## config.mk

```make
export PLATFORM = sky130hd
export DESIGN_NAME = serial_session_error_coder
export DESIGN_NICKNAME = d
export VERILOG_FILES = /design/src/core/reply_check_pkg.sv /design/src/core/serial_session_error_coder.sv
export SDC_FILE = /design/constraint.sdc
export NUM_CORES = 1
export LEC_CHECK = 0
export BUFFER_PORTS_ARGS = -buffer_cell sky130_fd_sc_hd__buf_2
export CAP_MARGIN = 0
export CELL_PAD_IN_SITES_DETAIL_PLACEMENT = 0
export CELL_PAD_IN_SITES_GLOBAL_PLACEMENT = 1
export CORE_ASPECT_RATIO = 1.25
export CORE_MARGIN = 1
export CORE_UTILIZATION = 40
export DETAILED_ROUTE_END_ITERATION = 6
export HOLD_SLACK_MARGIN = 0.1
export PLACE_DENSITY_LB_ADDON = 0.12
export SETUP_SLACK_MARGIN = 0.2
export SLEW_MARGIN = 20
export SYNTH_ARGS = -nofsm -noshare
export SYNTH_HDL_FRONTEND = slang
export SYNTH_SLANG_ARGS = --single-unit
```

## constraint.sdc

```tcl
create_clock -name i_sys_clk -period 2.4 [get_ports i_sys_clk]
set_input_delay 0.24 -clock i_sys_clk [delete_from_list [all_inputs] [get_ports i_sys_clk]]
set_output_delay 0.24 -clock i_sys_clk [all_outputs]
set_load 0.05 [all_outputs]
```

## src/core/reply_check_pkg.sv

```systemverilog
// Constants for the reply checker of a serial request/response master.
// Assumes a single 40 MHz system clock domain.
package reply_check_pkg;
  localparam int CLK_HZ = 40_000_000;
  localparam int REPLY_TIMEOUT_MS = 100;
  localparam int REPLY_TIMEOUT_CYC = (CLK_HZ / 1000) * REPLY_TIMEOUT_MS;
  localparam int ATTACH_RESENDS = 2;
  localparam logic [7:0] MAJOR_CODE = 8'h0c;
  localparam logic [7:0] REPLY_CODE_OFFSET = 8'h80;
  // Minor code bases per reply kind; low nibble selects the fault
  localparam logic [7:0] BASE_NEW_ATTACH = 8'h40;
  localparam logic [7:0] BASE_RE_ATTACH = 8'h50;
  localparam logic [7:0] BASE_FINAL = 8'h60;
  localparam logic [7:0] BASE_INTERMEDIATE = 8'h70;
  localparam logic [3:0] FAULT_PARITY = 4'h0;
  localparam logic [3:0] FAULT_FRAMING = 4'h1;
  localparam logic [3:0] FAULT_CHECK = 4'h2;
  localparam logic [3:0] FAULT_MSG_TYPE = 4'h3;
  localparam logic [3:0] FAULT_NEXT_TYPE = 4'h4;
  localparam logic [3:0] FAULT_REPLY_CODE = 4'h5;
  localparam logic [3:0] FAULT_TIMEOUT = 4'h6;
  typedef enum logic [1:0] {
    KIND_NEW_ATTACH = 2'h0,
    KIND_RE_ATTACH = 2'h1,
    KIND_FINAL = 2'h2,
    KIND_INTERMEDIATE = 2'h3
  } reply_kind_e;
  typedef enum logic [2:0] {
    ST_IDLE = 3'b001,
    ST_WAIT = 3'b010,
    ST_DONE = 3'b100
  } check_state_e;
endpackage

```

## src/core/serial_session_error_coder.sv

```systemverilog
// Reply checker: waits for one expected reply, classifies faults into minor codes.
// Assumes the receive framer and check-code unit run on i_sys_clk.
// Overview of operation
// - New attach: parity 40h, framing 41h, check 42h
// - New attach: type 43h, next 44h, code 45h
// - New attach timeout: resend twice, then 46h
// - Re-attach: parity 50h, framing 51h, check 52h
// - Re-attach: type 53h, next 54h, code 55h
// - Re-attach timeout after two resends: 56h
// - Final reply: parity 60h, framing 61h, check 62h
// - Final reply: type 63h, next 64h, code 65h
// - Final reply timeout reports 66h
// - Intermediate: parity 70h, framing 71h, check 72h
// - Intermediate: type 73h, next 74h, code 75h
// - Intermediate reply timeout reports 76h
// - Attach fault leaves session not connected
// - All faults use major code 12
// - Reply code must equal request plus 80h
`timescale 1ns/1ps
module serial_session_error_coder
  import reply_check_pkg::*;
#(
  parameter int TIMEOUT_CYC = REPLY_TIMEOUT_CYC
) (
  input wire logic i_sys_clk,
  input wire logic i_sys_rst,
  input wire logic i_expect,
  input wire reply_kind_e i_kind,
  input wire logic [7:0] i_request_code,
  input wire logic i_reply_valid,
  input wire logic i_parity_err,
  input wire logic i_framing_err,
  input wire logic i_overrun_err,
  input wire logic [7:0] i_block_check_value,
  input wire logic [7:0] i_block_check_calc,
  input wire logic i_msg_type_ok,
  input wire logic i_next_type_ok,
  input wire logic [7:0] i_reply_code,
  output logic o_resend,
  output logic o_done,
  output logic o_fault,
  output logic [7:0] o_major,
  output logic [7:0] o_minor,
  output logic o_connected
);

  typedef struct packed {
    check_state_e state;
    reply_kind_e kind;
    logic [7:0] req_code;
    logic [31:0] timer;
    logic [1:0] resends;
    logic resend;
    logic done;
    logic fault;
    logic [7:0] major;
    logic [7:0] minor;
    logic connected;
  } regs_s;

  regs_s r;
  regs_s next_r;

  function automatic logic [7:0] base_of(input reply_kind_e k);
    case (k)
      KIND_NEW_ATTACH: base_of = BASE_NEW_ATTACH;
      KIND_RE_ATTACH: base_of = BASE_RE_ATTACH;
      KIND_FINAL: base_of = BASE_FINAL;
      default: base_of = BASE_INTERMEDIATE;
    endcase
  endfunction

  function automatic logic is_attach(input reply_kind_e k);
    is_attach = (k == KIND_NEW_ATTACH) || (k == KIND_RE_ATTACH);
  endfunction

  logic has_fault;
  logic [3:0] fault_sel;

  // Priority: character faults, then check value, then content checks
  always_comb begin
    has_fault = 1'b1;
    fault_sel = FAULT_PARITY;
    if (i_parity_err) begin
      fault_sel = FAULT_PARITY;
    end else if (i_framing_err || i_overrun_err) begin
      fault_sel = FAULT_FRAMING;
    end else if (i_block_check_value != i_block_check_calc) begin
      fault_sel = FAULT_CHECK;
    end else if (!i_msg_type_ok) begin
      fault_sel = FAULT_MSG_TYPE;
    end else if (!i_next_type_ok) begin
      fault_sel = FAULT_NEXT_TYPE;
    end else if (i_reply_code != 8'(r.req_code + REPLY_CODE_OFFSET)) begin
      fault_sel = FAULT_REPLY_CODE;
    end else begin
      has_fault = 1'b0;
    end
  end

  always_comb begin
    next_r = r;
    next_r.resend = 1'b0;
    next_r.done = 1'b0;
    case (r.state)
      ST_IDLE: begin
        if (i_expect) begin
          next_r.state = ST_WAIT;
          next_r.kind = i_kind;
          next_r.req_code = i_request_code;
          next_r.timer = 32'h0;
          next_r.resends = 2'h0;
          next_r.fault = 1'b0;
          next_r.minor = 8'h00;
          if (is_attach(i_kind)) begin
            next_r.connected = 1'b0;
          end
        end
      end
      ST_WAIT: begin
        if (i_reply_valid) begin
          next_r.state = ST_DONE;
          next_r.done = 1'b1;
          next_r.fault = has_fault;
          next_r.minor = has_fault ? (base_of(r.kind) | {4'h0, fault_sel}) : 8'h00;
          next_r.major = MAJOR_CODE;
          if (is_attach(r.kind)) begin
            next_r.connected = !has_fault;
          end
        end else if (r.timer == 32'(TIMEOUT_CYC - 1)) begin
          next_r.timer = 32'h0;
          if (is_attach(r.kind) && r.resends != 2'(ATTACH_RESENDS)) begin
            next_r.resends = r.resends + 2'h1;
            next_r.resend = 1'b1;
          end else begin
            next_r.state = ST_DONE;
            next_r.done = 1'b1;
            next_r.fault = 1'b1;
            next_r.minor = base_of(r.kind) | {4'h0, FAULT_TIMEOUT};
            next_r.major = MAJOR_CODE;
            if (is_attach(r.kind)) begin
              next_r.connected = 1'b0;
            end
          end
        end else begin
          next_r.timer = r.timer + 32'h1;
        end
      end
      ST_DONE: begin
        if (!i_expect) begin
          next_r.state = ST_IDLE;
        end
      end
      default: next_r.state = ST_IDLE;
    endcase
  end

  always_ff @(posedge i_sys_clk) begin
    if (i_sys_rst) begin
      r <= '0;
      r.state <= ST_IDLE;
      r.major <= MAJOR_CODE;
    end else begin
      r <= next_r;
    end
  end

  assign o_resend = r.resend;
  assign o_done = r.done;
  assign o_fault = r.fault;
  assign o_major = r.major;
  assign o_minor = r.minor;
  assign o_connected = r.connected;

  // Helper terms for the checks below, written from the inputs rather than from the decoder
  logic take_reply;
  logic chars_clean;
  logic last_tick;
  assign take_reply = (r.state == ST_WAIT) && i_reply_valid;
  assign chars_clean = !i_parity_err && !i_framing_err && !i_overrun_err
    && (i_block_check_value == i_block_check_calc);
  assign last_tick = (r.state == ST_WAIT) && !i_reply_valid && (r.timer == 32'(TIMEOUT_CYC - 1));

  property p_major_fixed;
    @(posedge i_sys_clk) disable iff (i_sys_rst) o_done |-> o_major == 8'h0c;
  endproperty
  a_major_fixed: assert property (p_major_fixed) else $error("major code not 12");

  property p_attach_fault_disconnects;
    @(posedge i_sys_clk) disable iff (i_sys_rst)
      (o_done && o_fault && (o_minor[7:4] == 4'h4 || o_minor[7:4] == 4'h5)) |-> !o_connected;
  endproperty
  a_attach_fault_disconnects: assert property (p_attach_fault_disconnects) else $error("connected after fault");

  property p_parity_first;
    @(posedge i_sys_clk) disable iff (i_sys_rst)
      (r.state == ST_WAIT && i_reply_valid && i_parity_err && r.kind == KIND_FINAL) |=> o_minor == 8'h60;
  endproperty
  a_parity_first: assert property (p_parity_first) else $error("parity not 60h");

  property p_new_framing;
    @(posedge i_sys_clk) disable iff (i_sys_rst)
      (r.state == ST_WAIT && i_reply_valid && !i_parity_err && i_overrun_err && r.kind == KIND_NEW_ATTACH)
      |=> o_minor == 8'h41 && !o_connected;
  endproperty
  a_new_framing: assert property (p_new_framing) else $error("framing not 41h");

  property p_reattach_check;
    @(posedge i_sys_clk) disable iff (i_sys_rst)
      (r.state == ST_WAIT && i_reply_valid && !i_parity_err && !i_framing_err && !i_overrun_err
       && i_block_check_value != i_block_check_calc && r.kind == KIND_RE_ATTACH) |=> o_minor == 8'h52;
  endproperty
  a_reattach_check: assert property (p_reattach_check) else $error("check fault not 52h");

  property p_reply_code;
    @(posedge i_sys_clk) disable iff (i_sys_rst)
      (take_reply && chars_clean && i_msg_type_ok && i_next_type_ok && i_reply_code == 8'(r.req_code + 8'h80))
      |=> !o_fault && o_minor == 8'h00;
  endproperty
  a_reply_code: assert property (p_reply_code) else $error("good reply flagged");

  property p_interm_type;
    @(posedge i_sys_clk) disable iff (i_sys_rst)
      (take_reply && chars_clean && !i_msg_type_ok && r.kind == KIND_INTERMEDIATE) |=> o_minor == 8'h73;
  endproperty
  a_interm_type: assert property (p_interm_type) else $error("type fault not 73h");

  property p_timeout_code;
    @(posedge i_sys_clk) disable iff (i_sys_rst)
      (o_done && o_fault && o_minor[3:0] == 4'h6) |-> (o_minor[7:4] < 4'h6 ? r.resends == 2'h2 : 1'b1);
  endproperty
  a_timeout_code: assert property (p_timeout_code) else $error("timeout before two resends");

  property p_resend_only_attach;
    @(posedge i_sys_clk) disable iff (i_sys_rst) o_resend |-> is_attach(r.kind) && r.resends != 2'h0;
  endproperty
  a_resend_only_attach: assert property (p_resend_only_attach) else $error("bad resend");

  property p_new_next_type;
    @(posedge i_sys_clk) disable iff (i_sys_rst)
      (take_reply && chars_clean && i_msg_type_ok && !i_next_type_ok && r.kind == KIND_NEW_ATTACH)
      |=> o_minor == 8'h44 && !o_connected;
  endproperty
  a_new_next_type: assert property (p_new_next_type) else $error("next type fault not 44h");

  property p_reattach_code;
    @(posedge i_sys_clk) disable iff (i_sys_rst)
      (take_reply && chars_clean && i_msg_type_ok && i_next_type_ok && r.kind == KIND_RE_ATTACH
       && i_reply_code != 8'(r.req_code + 8'h80)) |=> o_minor == 8'h55 && !o_connected;
  endproperty
  a_reattach_code: assert property (p_reattach_code) else $error("reply code fault not 55h");

  property p_final_framing;
    @(posedge i_sys_clk) disable iff (i_sys_rst)
      (take_reply && !i_parity_err && i_framing_err && r.kind == KIND_FINAL) |=> o_minor == 8'h61;
  endproperty
  a_final_framing: assert property (p_final_framing) else $error("framing not 61h");

  property p_final_code;
    @(posedge i_sys_clk) disable iff (i_sys_rst)
      (take_reply && chars_clean && i_msg_type_ok && i_next_type_ok && r.kind == KIND_FINAL
       && i_reply_code != 8'(r.req_code + 8'h80)) |=> o_fault && o_minor == 8'h65;
  endproperty
  a_final_code: assert property (p_final_code) else $error("reply code fault not 65h");

  property p_interm_parity;
    @(posedge i_sys_clk) disable iff (i_sys_rst)
      (take_reply && i_parity_err && r.kind == KIND_INTERMEDIATE) |=> o_minor == 8'h70;
  endproperty
  a_interm_parity: assert property (p_interm_parity) else $error("parity not 70h");

  property p_new_timeout;
    @(posedge i_sys_clk) disable iff (i_sys_rst)
      (last_tick && r.kind == KIND_NEW_ATTACH && r.resends == 2'h2)
      |=> o_done && o_minor == 8'h46 && !o_connected;
  endproperty
  a_new_timeout: assert property (p_new_timeout) else $error("timeout not 46h");

  property p_reattach_timeout;
    @(posedge i_sys_clk) disable iff (i_sys_rst)
      (last_tick && r.kind == KIND_RE_ATTACH && r.resends == 2'h2)
      |=> o_done && o_minor == 8'h56 && !o_connected;
  endproperty
  a_reattach_timeout: assert property (p_reattach_timeout) else $error("timeout not 56h");

  property p_final_timeout;
    @(posedge i_sys_clk) disable iff (i_sys_rst)
      (last_tick && r.kind == KIND_FINAL) |=> o_done && o_fault && o_minor == 8'h66 && !o_resend;
  endproperty
  a_final_timeout: assert property (p_final_timeout) else $error("timeout not 66h");

  property p_interm_timeout;
    @(posedge i_sys_clk) disable iff (i_sys_rst)
      (last_tick && r.kind == KIND_INTERMEDIATE) |=> o_done && o_fault && o_minor == 8'h76 && !o_resend;
  endproperty
  a_interm_timeout: assert property (p_interm_timeout) else $error("timeout not 76h");

  property p_early_resend;
    @(posedge i_sys_clk) disable iff (i_sys_rst)
      (last_tick && is_attach(r.kind) && r.resends != 2'h2) |=> o_resend && !o_done;
  endproperty
  a_early_resend: assert property (p_early_resend) else $error("attach not resent");

  property p_check_before_type;
    @(posedge i_sys_clk) disable iff (i_sys_rst)
      (take_reply && !i_parity_err && !i_framing_err && !i_overrun_err && !i_msg_type_ok && r.kind == KIND_FINAL
       && i_block_check_value != i_block_check_calc) |=> o_minor == 8'h62;
  endproperty
  a_check_before_type: assert property (p_check_before_type) else $error("check fault not 62h");

  property p_done_holds;
    @(posedge i_sys_clk) disable iff (i_sys_rst)
      (r.state == ST_DONE && i_expect) |=> !o_done && $stable(o_minor) && $stable(o_fault);
  endproperty
  a_done_holds: assert property (p_done_holds) else $error("result changed while held");

  property p_final_keeps_link;
    @(posedge i_sys_clk) disable iff (i_sys_rst)
      (r.state == ST_WAIT && !is_attach(r.kind)) |=> $stable(o_connected);
  endproperty
  a_final_keeps_link: assert property (p_final_keeps_link) else $error("link state changed");

endmodule // serial_session_error_coder

```

# After elaboration in Yosys (flattened, before gate mapping)
# Index checks and enable logic that the tools add are counted.
# W data, S select, Z words.
[totals] out_inout_bits=20 inputBits=43 wordCells=91 reg_bits=67
[classes] bitwise=3 n_eq_ne=20 n_reduce_logical=18 n_addsub=3 n_mux=36
[op_table] operator="$pmux W34 S2" count=1
[op_table] operator="$mux W47" count=1
[op_table] operator="$mux W19" count=2
[op_table] operator="$mux W35" count=1
[op_table] operator="$mux W3" count=11
[op_table] operator="$add A32 B1 Y32 const B" count=1
[op_table] operator="$eq A32 B22 Y1 const B" count=1
[op_table] operator="$mux W32" count=1
[op_table] operator="$mux W8" count=3
[op_table] operator="$mux W22" count=1
[op_table] operator="$ne A2 B2 Y1 const B" count=9
[op_table] operator="$pmux W6 S3" count=1
[op_table] operator="$pmux W9 S2" count=1
[op_table] operator="$ne A8 B8 Y1" count=2
[op_table] operator="$mux W1" count=10
[op_table] operator="$mux W9" count=1
[op_table] operator="$pmux W3 S3" count=1
[op_table] operator="$add A8 B8 Y8 const B" count=1
[op_table] operator="$or A8 B4 Y8" count=1
[op_table] operator="$reduce_and A4 Y1" count=2
[op_table] operator="$ne A3 B3 Y1 const B" count=2
[op_table] operator="$reduce_and A3 Y1" count=2
[op_table] operator="$reduce_and A6 Y1" count=1
[op_table] operator="$reduce_and A5 Y1" count=1
[op_table] operator="16 further kinds" count=22

# Logic depth before layout (Yosys ltp)
[logic_depth] ltp_word=12 mapped_depth=8 depth_no_buf=7

# Least setup slack after synthesis
# No wires, ideal clock.
[synth_path] path_kind="register -> register" start="register r[32] (netlist bit)" end="register r[33] (netlist bit)" required_time_ps=2285 slack_ps=484 setup_time_ps=115 synth_period_minus_slack_ps=1916 t_arrival_ps=1802 stages_incl_launch_ff=9 path_buffers=2 path_cell_list="dfxtp_1 -> nor4b_1 -> nand3_1 -> nor4_4 -> or2_1 -> a21o_1 -> buf_4 -> buf_4 -> nor2_1"
[synth_via] elab_chain_len=4 elab_cells_between_ends=5 classes_between="1 x add/sub; 1 x eq/ne; 3 x mux"
[synth_lines] item="from (decl)" line_no="serial_session_error_coder.sv:61" source="regs_s r;"
[synth_lines] item="from (signal assigned)" line_no="serial_session_error_coder.sv:164" source="r <= next_r;"
[synth_lines] item="$add A32 B1 Y32 / $eq A32 B22 Y1 (equally long branches)"
[synth_lines] item="$mux W32 *" line_no="serial_session_error_coder.sv:130" source="end else if (r.timer == 32'(TIMEOUT_CYC - 1)) begin"
[synth_lines] item="$mux W35 *" line_no="serial_session_error_coder.sv:121" source="if (i_reply_valid) begin"
[synth_lines] item="$pmux W34 S2 *" line_no="serial_session_error_coder.sv:105" source="case (r.state)"
# Every way passes the cells marked *; elsewhere a longest branch is shown, timed or not. The select of a mux whose other input is x is not followed.
# A chain may end at the register's enable or synchronous reset.

# Final worst setup path
[layout_path] start="register r[45] (netlist bit)" end="register r[39] (netlist bit)"
[layout_via] elab_chain_len=4
[layout_lines] item="$eq A32 B22 Y1"
[layout_lines] item="$mux W32" line_no="serial_session_error_coder.sv:130"
[layout_lines] item="$mux W35" line_no="serial_session_error_coder.sv:121"
[layout_lines] item="$pmux W34 S2" line_no="serial_session_error_coder.sv:105"
# No other way between the ends. The select of a mux whose other input is x is not followed.

==> results.toml <==
[outcome]
status = "finished, final reports clean"

[worst_setup_path]
startpoint_type = "flip-flop"
required_ns = 2.62
arrival_ns = 2.28
critical_path_class = "reg -> reg"
reg2regPathDepth = 7
end_kind = "flip-flop"
critPathMaxFanout = 22
rrSetupSlack_ns = 0.35

[grt]
grt_pass1_vias = 2432
grt_pass1_wl_um = 11320
grt.overflow.total = 0
antenna_found_initial = 0
track_usage_pct = 18.76
grt_max_degree = 31

[hold_path]
hp-class = "in -> reg"
worstHoldPathCells = 3

[power_and_ir_drop]
p_leak_nw = 1.321
pwr-share-clk_pct = 42.7
vdd.ir_drop.worst_mv = 0.4032
p_seq_share_pct = 46.2
cellPowerDensity_nw_per_um2 = 598.3
total_power_mw = 2.125
p_sw_share_pct = 26.50
comb_power_share_pct = 11.1
p_int_mw = 1.562
switchingPower_mw = 0.5632

[sta]
fin_hold_ws_ns = 0.1332
slew_viol_final = 0
hold_viol_final = 0
tightest_slew_ns = 0.5712
max_freq_mhz = 486.9
fin_setup_tns_ns = 0
period_minus_slack_ns = 2.054
fin_worst_skew_ns = 0.01083
grt_setup_unrepaired = "false"
fin_crit_sh_pct = 85.58
max_slew_margin_pct = 61.92
setup_viol = 0

[route]
initialDrtViolationCount = 127
ant_nets = 0
dr.pass1.iters = 4
post_drt_via_cell_ratio = 5.111
wl_per_cell_um = 13.46
vias = 2632
totalWireLength_um = 6932
drcViolationCount = 0

[die]
rows = 34
coreArea_um2 = 7104
die_area_um2 = 7838
io_pins = 63
die_x_um = 79.39
dieHeight_um = 98.73
start_util_pct = 42.15

[final_layout]
nets = 465
drive_gt1_share_pct = 22.59
final_util_pct = 50.00
antenna_cells = 0
area_growth_pct = 18.64

[logic_synthesis]
syn_inst = 365
ys_ff_latch = 57
synth_cell_types = 52
synth_ff_type = "dfxtp_1"
syn_area_um2 = 2994
synth-seq-area-share_pct = 38.11
yosysWarnings = 0
synth_edf_count = 0
synth_async_sr_flop_share_pct = 0
syn_area_per_cell_um2 = 8.203

[place]
io_buffers = 54
gp_congestion = 0.8325
dp_hpwl_um = 5057

[clocking]
clock_sinks = 57
clk_latency_ns = 0.34
cts_buffer_depth = 2
clk_pin_slew_ns = 0.07
cts.htree.levels = 3
cts_buffers = 9
tritoncts = "done"
root_buffer = "clkbuf_8"
ctsHoldBuffers = 0

[job]
maxCapViolCount = 0
## path summary, 6_finish.rpt
check                     to              start
setup / recovery       r[39]              r[45]
hold / removal         r[59]  i_request_code[5]
setup reg to reg       r[39]              r[45]
hold reg to reg   o_minor[5]         o_minor[5]
## Yosys cell counts (4+ instances only)
| master | number | area [µm²] |
|---|---|---|
| clkbuf_1 | 7 | 26.28 |
| and4_1 | 4 | 35.03 |
| a21oi_1 | 20 | 100.1 |
| nand2_1 | 47 | 176.4 |
| inv_1 | 10 | 37.54 |
| nand4_1 | 12 | 75.07 |
| dfxtp_1 | 57 | 1141 |
| nand3_1 | 19 | 95.09 |
| nor3_1 | 6 | 30.03 |
| nor4_1 | 4 | 25.02 |
| xnor2_1 | 24 | 210.2 |
| nor2_1 | 50 | 187.7 |
| xor2_1 | 18 | 157.7 |
| buf_4 | 19 | 142.6 |
| nor4b_1 | 4 | 35.03 |
| o21ai_0 | 7 | 35.03 |
## power groups by stage
| stage | Combinational (mW) | Sequential, mW | Clock [mW] |
|---|---|---|---|
| after floorplan | 0.170 | 0.998 | 0 |
| after global routing | 0.261 | 0.985 | 0.985 |
| after CTS | 0.239 | 0.982 | 0.924 |
| after global placement | 0.236 | 1.00 | 0 |
| final | 0.236 | 0.983 | 0.907 |
| after detailed placement | 0.238 | 1.00 | 0 |
## stage by stage
stage | worst slack (ns) | cell area [µm²] | cells
finish | 0.3461 | 3552 | 515
global route | 0.2081 | 3552 | 515
floorplan | 0.4835 | 3020 | 372
global placement | 0.1460 | 3303 | 498
detailed placement | 0.1784 | 3303 | 498
CTS | 0.2083 | 3506 | 514
## cell families (layout without fill, tap and decap cells)
| family | Yosys count | in the layout | synth area share, % |
|---|---|---|---|
| other cells | 1 | 8 | 0.1252 |
| compound gates | 50 | 50 | 10.99 |
| flops | 57 | 57 | 38.11 |
| xor+xnor | 42 | 42 | 12.29 |
| simple gates | 176 | 176 | 30.38 |
| buf+inv | 37 | 90 | 7.272 |
| fa+ha+maj | 2 | 2 | 0.8356 |
## cell usage in the layout (no fill, tap or decap), drive strengths merged, types with 10 or more instances in the layout
master  instances
nand2          47
xor2           18
nand4          12
buf            64
inv            10
dfxtp          57
clkbuf         11
nand3          19
xnor2          24
nor2           50
a21oi          21
## registers in the layout, summed over array words and instances, names as in the netlist
register     flops
o_resend         1
r               47
o_major          1
o_done           1
o_minor          6
o_connected      1
## critical path: stages, from the launching register on
cell	delay [ns]
dfxtp_1	0.35
nor4_1	0.38
nand2_1	0.15
nor4_4	0.43
or2_1	0.20
a21o_1	0.19
buf_12	0.17
nor2_1	0.07
## routing by layer
metal | vias to the layer above | routed length (µm) | GRT usage [%]
li1 | 1345 | - | -
met1 | 1222 | 3104 | 22.02
met2 | 58 | 3436 | 32.03
met3 | 7 | 296 | 4.259
met4 | 0 | 94 | 8.671
met5 | - | 0 | 0
## repair_timing
item | in CTS | in global routing
endpoints found under the hold margin | 0 | 0
endpoints found under the setup margin | 2 | 36
pin swaps | 0 | 2
setup buffers | 0 | 1
gates resized for setup | 1 | 6
## final cells by class
class,count,area (µm²)
Multi-Input combinational cell,278,1707
Clock buffer,11,141.4
Fill cell,712,3552
Tap cell,90,112.6
Timing Repair Buffer,64,357.8
Sequential cell,57,1141
Clock inverter,5,55.05
Inverter,10,37.54
No activity file was read; power rests on OpenSTA's default activity.
